==> src/rtl/ast_regs.vh <==
// register map, field positions, state codes and timing of the analog self-test controller
`ifndef AST_REGS_VH
`define AST_REGS_VH
// byte offsets on apb
`define AST_OFF_CTRL   8'h00
`define AST_OFF_CFG    8'h04
`define AST_OFF_WDWIN  8'h08
`define AST_OFF_STAT1  8'h0C
`define AST_OFF_STAT2  8'h10
`define AST_OFF_STATE  8'h14
// control fields
`define AST_CTRL_START 3:0
`define AST_CTRL_SCHED 4
`define AST_CTRL_RESP  5
`define AST_CTRL_RRDIS 6
`define AST_CTRL_OTEN  7
// status one fields
`define AST_ST1_DONE   3:0
`define AST_ST1_GERR   7:4
`define AST_ST1_TMO    8
`define AST_ST1_PIN    9
// operating states seen on op_state
`define AST_OP_RESET   2'h0
`define AST_OP_DIAG    2'h1
`define AST_OP_ACTIVE  2'h2
`define AST_OP_SAFE    2'h3
// sequencer states
`define AST_S_IDLE     4'h0
`define AST_S_SCHED    4'h1
`define AST_S_PINLO    4'h2
`define AST_S_PINHI    4'h3
`define AST_S_WAIT     4'h4
`define AST_S_HI       4'h5
`define AST_S_LO       4'h6
`define AST_S_GAP      4'h7
`define AST_S_DONE     4'h8
// timing
`define AST_CLK_MHZ    200
`define AST_RUN_US     400
`define AST_TMO_US     112
`define AST_PHASES     16
`define AST_PHASE_CYC  (`AST_RUN_US * `AST_CLK_MHZ / `AST_PHASES)
`define AST_TMO_CYC    (`AST_TMO_US * `AST_CLK_MHZ)
`define AST_GAP_CYC    24'h000003
`define AST_PROP_CYC   24'h000004
`define AST_SCHED_MUL  8
`define AST_ALL_GRP    4'hF
`endif

==> src/rtl/ast_ctrl.v <==
// analog self-test sequencer with apb register slave
//
// Added by the designer: the APB interface to the registers and the register addresses.
`timescale 1ns/1ps
`include "ast_regs.vh"
module ast_ctrl #(
  parameter PHASE_CYC = `AST_PHASE_CYC,
  parameter TMO_CYC   = `AST_TMO_CYC
) (
  // apb slave
  input  wire        pclk,
  input  wire        presetn,
  input  wire        psel,
  input  wire        penable,
  input  wire        pwrite,
  input  wire [7:0]  paddr,
  input  wire [31:0] pwdata,
  output wire [31:0] prdata,
  output wire        pready,
  output wire        pslverr,
  // device state
  input  wire [1:0]  op_state,
  input  wire        reset_ext,
  input  wire        pwrup_done,
  output wire        go_safe,
  output wire        busy,
  // comparator groups (raw, deglitched, status) and test stimulus
  input  wire [3:0]  cmp_raw,
  input  wire [3:0]  cmp_dgl,
  input  wire [3:0]  cmp_stat,
  output wire [3:0]  test_pulse,
  // enable_drive_irq_pin
  input  wire        irq_pin_i,
  output wire        irq_pin_o,
  output wire        irq_pin_oe
);
  // apb visible registers
  reg  [31:0] rdata_ff;
  reg  [7:0]  ctrl_ff;
  reg  [7:0]  sdly_ff;
  reg  [15:0] wdwin_ff;
  reg  [9:0]  st1_ff;
  reg  [7:0]  st2_ff;
  // sequencer state
  reg  [3:0]  state_ff;
  reg  [3:0]  rem_ff;
  reg  [1:0]  grp_ff;
  reg         second_ff;
  reg         rstrun_ff;
  reg  [33:0] cnt_ff;
  reg         rext_ff;
  // failure reaction and pin drive
  reg         fail_ff;
  reg         irq_low_ff;
  reg         safe_ff;
  reg         pin_ff;
  reg  [3:0]  pulse_ff;
  // next values from combinational logic
  reg  [1:0]  nxt_grp;
  reg         nxt_pin;

  wire        acc = psel & penable;
  wire        wr  = acc & pwrite;
  wire        rd  = acc & ~pwrite;
  wire        hit = (paddr == `AST_OFF_CTRL) | (paddr == `AST_OFF_CFG) |
                    (paddr == `AST_OFF_WDWIN) | (paddr == `AST_OFF_STAT1) |
                    (paddr == `AST_OFF_STAT2) | (paddr == `AST_OFF_STATE);
  wire        wr_ctrl = wr & (paddr == `AST_OFF_CTRL);
  wire [3:0]  starts  = ctrl_ff[`AST_CTRL_START];
  wire        active  = (op_state == `AST_OP_ACTIVE);
  wire        in_safe = (op_state == `AST_OP_SAFE);

  // scheduler interval in cycles, treating window sum as cycles
  // the right shift turns the placed (delay + 1) into (delay + 1) * 256
  // without a multiplier; the product with the window sum stays below 2^33
  wire [33:0] sched_cyc = {8'h00, ({1'b0, sdly_ff} + 9'h001), 17'h00000} >>
                          (17 - `AST_SCHED_MUL) ;
  wire [33:0] sched_tot = sched_cyc * {18'h00000, wdwin_ff};

  // reset-run trigger on start of the output extension
  // rext_ff turns the level into a single-cycle trigger on its rising edge
  wire        rr_trig = reset_ext & ~rext_ff & (op_state == `AST_OP_RESET) &
                        ~ctrl_ff[`AST_CTRL_RRDIS];

  // mcu start: nonzero start bits written outside reset, with scheduler clear or in active
  // only the idle state looks at this, so a write during a run updates the
  // start bits without restarting the sequence
  wire [3:0]  wr_start = pwdata[3:0];
  wire        mcu_go   = wr_ctrl & (|wr_start) & (op_state != `AST_OP_RESET) &
                         (~pwdata[`AST_CTRL_SCHED] | active);

  // steady state of the group under test
  // only the group about to run must be steady; the others may be moving
  wire        steady = (cmp_raw[nxt_grp] == cmp_dgl[nxt_grp]) &
                       (cmp_raw[nxt_grp] == cmp_stat[nxt_grp]);

  // full run in diag/active with overtemp irq enabled toggles the pin
  wire        ot_tog = ~rstrun_ff & (rem_ff[3] | (grp_ff == 2'h3)) &
                       ctrl_ff[`AST_CTRL_OTEN] & ~in_safe &
                       (starts == `AST_ALL_GRP);

  // a recorded failure that must pull the device into safe state; the pin
  // drops on the same edge as the safe request, so the mcu never sees a
  // safe request while the pin still reads high
  wire        fail_act = fail_ff & (rstrun_ff | ~ctrl_ff[`AST_CTRL_RESP]);

  wire [33:0] gap_cyc = (active & ~rstrun_ff) ? sched_tot :
                        {10'h000, `AST_GAP_CYC};
  // phase and time-out lengths are parameters so simulation can shorten them;
  // the counter is wide enough for the longest scheduler interval
  wire [33:0] phase_n = PHASE_CYC;
  wire [33:0] tmo_n   = TMO_CYC;

  // lowest remaining group comes next
  // unselected groups never enter rem_ff, so they are skipped
  always @* begin
    if (rem_ff[0])
      nxt_grp = 2'h0;
    else if (rem_ff[1])
      nxt_grp = 2'h1;
    else if (rem_ff[2])
      nxt_grp = 2'h2;
    else
      nxt_grp = 2'h3;
  end

  // pin level: low in safe, after failure, in the low pin check and overtemp toggles
  always @* begin
    nxt_pin = 1'b1;
    if (in_safe | irq_low_ff | fail_act)
      nxt_pin = 1'b0;
    else if (state_ff == `AST_S_PINLO)
      nxt_pin = 1'b0;
    else if ((state_ff == `AST_S_HI) & (grp_ff == 2'h3) & ot_tog)
      nxt_pin = 1'b0;
  end

  // registers, sequencer and failure reaction
  // one process holds all state, so a set and a clear in one cycle resolve by order
  always @(posedge pclk or negedge presetn) begin
    if (!presetn) begin
      rdata_ff   <= 32'h00000000;
      ctrl_ff    <= 8'h00;
      sdly_ff    <= 8'h00;
      wdwin_ff   <= 16'h0001;
      st1_ff     <= 10'h000;
      st2_ff     <= 8'h00;
      state_ff   <= `AST_S_IDLE;
      rem_ff     <= 4'h0;
      grp_ff     <= 2'h0;
      second_ff  <= 1'b0;
      rstrun_ff  <= 1'b0;
      cnt_ff     <= 34'h000000000;
      rext_ff    <= 1'b0;
      fail_ff    <= 1'b0;
      irq_low_ff <= 1'b0;
      safe_ff    <= 1'b0;
      pin_ff     <= 1'b1;
      pulse_ff   <= 4'h0;
    end else begin
      rext_ff  <= reset_ext;
      pin_ff   <= nxt_pin;
      fail_ff  <= 1'b0;
      safe_ff  <= 1'b0;
      pulse_ff <= 4'h0;
      // read data captured in setup phase
      // capturing early keeps prdata stable through the access cycle
      if (psel & ~penable) begin
        case (paddr)
          `AST_OFF_CTRL:  rdata_ff <= {24'h000000, ctrl_ff};
          `AST_OFF_CFG:   rdata_ff <= {24'h000000, sdly_ff};
          `AST_OFF_WDWIN: rdata_ff <= {16'h0000, wdwin_ff};
          `AST_OFF_STAT1: rdata_ff <= {22'h000000, st1_ff};
          `AST_OFF_STAT2: rdata_ff <= {24'h000000, st2_ff};
          `AST_OFF_STATE: rdata_ff <= {24'h000000, rstrun_ff, grp_ff,
                                       state_ff, (state_ff != `AST_S_IDLE)};
          default:        rdata_ff <= 32'h00000000;
        endcase
      end
      // register writes
      if (wr_ctrl) begin
        ctrl_ff[5:0] <= pwdata[5:0];
        ctrl_ff[`AST_CTRL_OTEN] <= pwdata[`AST_CTRL_OTEN];
        // reset-run disable only takes a write once power-up has completed
        if (pwrup_done)
          ctrl_ff[`AST_CTRL_RRDIS] <= pwdata[`AST_CTRL_RRDIS];
      end
      if (wr & (paddr == `AST_OFF_CFG))
        sdly_ff <= pwdata[7:0];
      if (wr & (paddr == `AST_OFF_WDWIN))
        wdwin_ff <= pwdata[15:0];
      // read clears error bits; later sets in this cycle win
      // only bits that the read returned are cleared, so an error recorded
      // between setup and access survives until the next read
      if (rd & (paddr == `AST_OFF_STAT1))
        st1_ff[9:4] <= st1_ff[9:4] & ~rdata_ff[9:4];
      if (rd & (paddr == `AST_OFF_STAT2))
        st2_ff <= st2_ff & ~rdata_ff[7:0];
      if (rd & ((paddr == `AST_OFF_STAT1) | (paddr == `AST_OFF_STAT2)))
        irq_low_ff <= 1'b0;
      // failure reaction one cycle after the error is recorded
      if (fail_act) begin
        safe_ff    <= 1'b1;
        irq_low_ff <= 1'b1;
      end
      // sequencer; groups only cover comparators, never current limits
      // or regulator and supply monitors
      case (state_ff)
        `AST_S_IDLE: begin
          cnt_ff    <= 34'h000000000;
          second_ff <= 1'b0;
          // a reset run has priority over a software start in the same cycle
          if (rr_trig) begin
            rem_ff    <= `AST_ALL_GRP;
            rstrun_ff <= 1'b1;
            state_ff  <= `AST_S_PINLO;
          end else if (mcu_go) begin
            rem_ff    <= wr_start;
            rstrun_ff <= 1'b0;
            state_ff  <= active ? `AST_S_SCHED : `AST_S_WAIT;
          end
        end
        `AST_S_SCHED: begin
          // leaving active or clearing all start bits stops the scheduler
          if (~active | (starts == 4'h0))
            state_ff <= `AST_S_IDLE;
          else if (cnt_ff >= sched_tot - 34'h1) begin
            cnt_ff   <= 34'h000000000;
            state_ff <= `AST_S_WAIT;
          end else
            cnt_ff <= cnt_ff + 34'h1;
        end
        `AST_S_PINLO, `AST_S_PINHI: begin
          // feedback is judged after the propagation wait, low first, then high
          if (cnt_ff[23:0] == `AST_PROP_CYC) begin
            cnt_ff <= 34'h000000000;
            if (irq_pin_i != (state_ff == `AST_S_PINHI)) begin
              st1_ff[`AST_ST1_PIN] <= 1'b1;
              fail_ff <= 1'b1;
            end
            state_ff <= (state_ff == `AST_S_PINLO) ? `AST_S_PINHI :
                        `AST_S_WAIT;
          end else
            cnt_ff <= cnt_ff + 34'h1;
        end
        `AST_S_WAIT: begin
          grp_ff <= nxt_grp;
          st1_ff[nxt_grp] <= 1'b0;
          if (steady) begin
            cnt_ff   <= 34'h000000000;
            // raise the pulse on entry so it lasts the whole high phase
            pulse_ff[nxt_grp] <= 1'b1;
            state_ff <= `AST_S_HI;
          end else if (cnt_ff >= tmo_n - 34'h1) begin
            cnt_ff <= 34'h000000000;
            st1_ff[`AST_ST1_TMO]  <= 1'b1;
            st1_ff[4 + nxt_grp]   <= 1'b1;
            fail_ff  <= 1'b1;
            rem_ff[nxt_grp] <= 1'b0;
            state_ff <= (rem_ff == (4'h1 << nxt_grp)) ? `AST_S_DONE :
                        `AST_S_GAP;
          end else
            cnt_ff <= cnt_ff + 34'h1;
        end
        `AST_S_HI: begin
          // pulse was raised on entry and is held here; the response is
          // judged on the last edge of the phase, where the pulse drops
          pulse_ff[grp_ff] <= 1'b1;
          if (cnt_ff >= phase_n - 34'h1) begin
            cnt_ff <= 34'h000000000;
            pulse_ff[grp_ff] <= 1'b0;
            if (!cmp_raw[grp_ff]) begin
              st2_ff[grp_ff] <= 1'b1;
              st1_ff[4 + grp_ff] <= 1'b1;
              fail_ff <= 1'b1;
            end
            state_ff <= `AST_S_LO;
          end else
            cnt_ff <= cnt_ff + 34'h1;
        end
        `AST_S_LO: begin
          if (cnt_ff >= phase_n - 34'h1) begin
            cnt_ff <= 34'h000000000;
            if (cmp_raw[grp_ff]) begin
              st2_ff[4 + grp_ff] <= 1'b1;
              st1_ff[4 + grp_ff] <= 1'b1;
              fail_ff <= 1'b1;
            end
            // second_ff tells the first pulse of a group from the second
            second_ff <= ~second_ff;
            if (!second_ff)
              state_ff <= `AST_S_GAP;
            else begin
              st1_ff[grp_ff] <= 1'b1;
              rem_ff[grp_ff] <= 1'b0;
              state_ff <= (rem_ff == (4'h1 << grp_ff)) ? `AST_S_DONE :
                          `AST_S_GAP;
            end
          end else
            cnt_ff <= cnt_ff + 34'h1;
        end
        `AST_S_GAP: begin
          // gaps inside a group are short; between groups active uses the scheduler
          if (second_ff) begin
            if (cnt_ff[23:0] >= `AST_GAP_CYC - 24'h1) begin
              cnt_ff   <= 34'h000000000;
              // second pulse starts on entry to the high phase as well
              pulse_ff[grp_ff] <= 1'b1;
              state_ff <= `AST_S_HI;
            end else
              cnt_ff <= cnt_ff + 34'h1;
          end else if (cnt_ff >= gap_cyc - 34'h1) begin
            cnt_ff   <= 34'h000000000;
            state_ff <= `AST_S_WAIT;
          end else
            cnt_ff <= cnt_ff + 34'h1;
        end
        `AST_S_DONE: begin
          cnt_ff    <= 34'h000000000;
          second_ff <= 1'b0;
          if (~rstrun_ff & active & ctrl_ff[`AST_CTRL_SCHED] &
              (starts != 4'h0)) begin
            rem_ff   <= starts;
            state_ff <= `AST_S_SCHED;
          end else begin
            // a single run clears its start bits, unless software is writing
            // them in this very cycle, so that write is not lost
            if (~rstrun_ff & ~wr_ctrl)
              ctrl_ff[`AST_CTRL_START] <= 4'h0;
            rstrun_ff <= 1'b0;
            state_ff  <= `AST_S_IDLE;
          end
        end
        default: state_ff <= `AST_S_IDLE;
      endcase
    end
  end

  // outputs
  assign prdata     = rdata_ff;
  // zero wait states: every access completes in its first access cycle
  assign pready     = 1'b1;
  assign pslverr    = acc & ~hit;
  // single-cycle request; the device state logic latches it
  assign go_safe    = safe_ff;
  assign busy       = (state_ff != `AST_S_IDLE);
  assign test_pulse = pulse_ff;
  assign irq_pin_o  = pin_ff;
  // the pin is push-pull, so its enable stays high
  assign irq_pin_oe = 1'b1;
endmodule

==> config.mk <==
export PLATFORM = sky130hd
export DESIGN_NAME = ast_ctrl
export DESIGN_NICKNAME = d
export VERILOG_FILES = /design/src/rtl/ast_ctrl.v
export VERILOG_INCLUDE_DIRS = /design/src /design/src/rtl
export SDC_FILE = /design/constraint.sdc
export NUM_CORES = 1
export LEC_CHECK = 0
export BUFFER_PORTS_ARGS = -buffer_cell sky130_fd_sc_hd__buf_2
export CORE_ASPECT_RATIO = 0.75
export CORE_MARGIN = 3
export CORE_UTILIZATION = 50
export CTS_BUF_LIST = sky130_fd_sc_hd__clkbuf_4
export DETAILED_ROUTE_END_ITERATION = 8
export PLACE_DENSITY = 0.68
export SKIP_LAST_GASP = 1
export SLEW_MARGIN = 20
export SYNTH_ARGS = -nofsm -noshare
export SYNTH_HDL_FRONTEND = slang
export SYNTH_SLANG_ARGS = --single-unit
==> constraint.sdc <==
create_clock -name pclk -period 13.2 [get_ports pclk]
set_input_delay 0 -clock pclk [delete_from_list [all_inputs] [get_ports pclk]]
set_output_delay 0 -clock pclk [all_outputs]
set_load 0.02 [all_outputs]
==> flow_metrics.py <==
metrics = {
    "setup_path": {
        "cp.required_ns": 13.70,
        "worstPathArrival_ns": 10.58,
        "cpLargestDelayFamily": "simple AND/OR/NAND/NOR gates",
        "cpMaxStageDelayCell": "dfrtp_1",
        "critical_path.endpoint_type": "flip-flop",
        "critPathMaxFanout": 25,
        "crit_type": "reg2reg",
        "path_buf_inv": 3,
        "critPathLaunchType": "flip-flop",
        "cp_common_cell": "fa_1",
        "critical-path-max-stage-delay_ns": 0.81,
    },
    "floorplanning": {
        "die-width_um": 198.0,
        "fp.coreArea_um2": 27070,
        "ios": 104,
        "rows": 52,
        "die_area_um2": 29700,
        "initial_core_util": 0.5108,
        "die_h_um": 150,
    },
    "route": {
        "drt-initial-drc-count": 775,
        "postRouteAntennaNets": 0,
        "wl_per_cell_um": 18.25,
        "first_pass_iters": 5,
        "routed_via_density": 5.893,
        "drt_wl_total_um": 36810,
        "drc": 0,
        "vias": 11887,
    },
    "cts": {
        "path_clk_slew_ns": 0.15,
        "cts-buffers-inserted": 17,
        "insertion_delay_ns": 0.59,
        "post-cts-setup-buffers": 0,
        "cts_tree": "built",
        "ctsHtreeMaxLevel": 4,
        "cts_sinks": 121,
        "clk_path_buf_depth": 2,
        "cts_root_buf": "clkbuf_4",
    },
    "power_and_ir_drop": {
        "power.leakage_nw": 7.339,
        "ir_drop_mv": 0.05409,
        "power.density_nw_per_um2": 94.28,
    },
    "sta": {
        "skew_ns": 0.03574,
        "relSlewSlack": 0.3442,
        "grt_setup_unrepaired": "no",
        "slew_violations": 0,
        "setup_tns_ns": 0,
        "period_minus_slack_ns": 10.07,
        "setup_viol": 0,
        "worst_pin_slew_ns": 0.9828,
        "fin_crit_sh": 0.7631,
        "max_freq_mhz": 99.28,
        "hold_viol_final": 0,
    },
    "synth": {
        "synth.largest_area_cell": "dfrtp_1",
        "yosysWarnings": 0,
        "synthArstFlopShare": 1.000,
        "yosys_register_bits": 121,
        "ys_types": 92,
        "avgSynthCellArea_um2": 8.651,
        "synthCells": 1598,
        "yosys-top-cells-area": "dfrtp_1 22%, fa_1 14%, ha_1 10%",
        "synth_seq_area_share": 0.2192,
        "synth-edff-count": 0,
        "synthFlopType": "dfrtp_1",
        "synth.top_cell.area_share": 0.2154,
        "netlist_area_um2": 13820,
    },
    "final_layout": {
        "final_cell_mix": "160 x nand2_1, 150 x inv_1, 119 x dfrtp_1",
        "final_area_um2": 14950,
        "drive_above_1_share": 0.1129,
        "n_fill_cell": 2484,
        "syn_to_final_growth_pct": 8.154,
        "mostFrequentLayoutCell": "nand2_1",
        "layout.nets": 1923,
    },
    "global_routing": {
        "grt_pass1_wl_um": 60320,
        "grt_pass1_vias": 11563,
        "grt.overflow.total": 0,
        "grt_usage": 0.2538,
        "grt_max_degree": 78,
        "antenna_found_initial": 1,
    },
    "outcome": {
        "status": "finished, final reports clean",
    },
    "worst_hold_path": {
        "min_path_type": "in2reg",
    },
    "placement": {
        "io_buffers": 69,
        "finalWeightedCongestion": 0.9051,
        "dp_hpwl_um": 27870,
        "place_area_um2": 14340,
    },
    "flow_run": {
        "drv_cap": 0,
    },
}
## power by group
group          internal (mW)  total, mW  switching (mW)
clock network         0.0992      0.273           0.174
logic                  0.242      0.663           0.420
registers              0.402      0.474          0.0717
total                  0.744       1.41           0.666
## worst register-to-register path, delay by kind of cell, from the launching register on
family                     cells  cell delay [ns]
DFF                            1             0.81
buffers and inverters          3             0.35
AOI/OAI and AO/OA              7             1.79
and+or+nand+nor               10             3.41
adders and majority gates      6             2.78
xor gates and xnor gates       2             0.87
## registers in the layout, summed over array words and instances (netlist names)
register and flops:
cnt_ff 34, ctrl_ff 8, fail_ff 1, go_safe 1, grp_ff 2, irq_low_ff 1, irq_pin_o 1, prdata 16
rem_ff 4, rext_ff 1, rstrun_ff 1, sdly_ff 8, second_ff 1, st1_ff 10, st2_ff 8, state_ff 4
test_pulse 4, wdwin_ff 16
## what timing repair did
item                                   in CTS  in global routing
hold buffers                               32                  0
gates resized for setup                     0                  0
endpoints found under the hold margin      90                  0
## final timing paths
kind,from,endpoint,slack (ns),cells past startpoint
min in group asynchronous,presetn,test_pulse[0],0.45,4
worst min register to register,irq_low_ff,irq_low_ff,0.51,1
max in group asynchronous,presetn,wdwin_ff[5],11.78,4
worst max-delay path,sdly_ff[0],cnt_ff[2],3.13,28
worst min-delay path,cmp_raw[3],st2_ff[7],0.05,4
worst max register to register,sdly_ff[0],cnt_ff[2],3.13,28
## metal layers
metal | wire, um | share of wire | track usage | vias to the layer above
met5 | 0 | 0 | 0 | -
met4 | 718 | 0.020 | 0.06825 | 0
met3 | 2926 | 0.079 | 0.06235 | 57
met2 | 15850 | 0.43 | 0.3807 | 419
met1 | 17310 | 0.47 | 0.3671 | 5821
li1 | - | - | - | 5590
## layout make-up
class,instances,area [um2],area share
multi-input combinational,1251,9881,0.6608
sequential,121,3030,0.2027
timing repair buffer,111,760.7,0.05088
inverter,150,563.0,0.03766
tap,351,439.2,0.02937
clock inverter,14,140.1,0.009372
clock buffer,18,135.1,0.009038
antenna,1,2.502,0.0001674
## kinds of logic after synthesis
family / share of synthesized area
and+or+nand+nor: 0.2249
AOI/OAI and AO/OA: 0.1617
buffers and inverters: 0.07240
adders and majority gates: 0.2429
DFF: 0.2192
xor gates and xnor gates: 0.03475
muxes: 0.04353
other: 0.0005432
## synthesized netlist by cell type, drive strengths merged (7+ instances only)
library cell	number
fa	99
and3	17
nor2b	57
or3	9
nand2b	46
o21ai	91
a21o	30
nor4	22
a31oi	10
a22o	32
nand4	20
and2	58
mux2	37
or2	7
ha	110
or4	8
nand3	32
o211ai	12
xor2	19
nand2	160
mux2i	14
dfrtp	119
inv	150
clkbuf	58
nor2	105
buf	34
a21oi	59
a211oi	13
nor3	33
o31ai	7
xnor2	35
## per-stage QoR
stage	util	hold slack, ns	std cells	total power, mW	setup WS (ns)
global route	0.5524	0.06564	2017	1.508	2.507
detailed placement	0.5297	0.04701	1952	1.122	3.280
finish	0.5524	0.05053	2017	1.410	3.127
global placement	0.5294	0.03996	1952	1.108	3.184
CTS	0.5523	0.008361	2016	1.405	3.217
floorplan	-	-0.2956	1614	0.9539	5.040
Power figures use the tool's default switching activity.
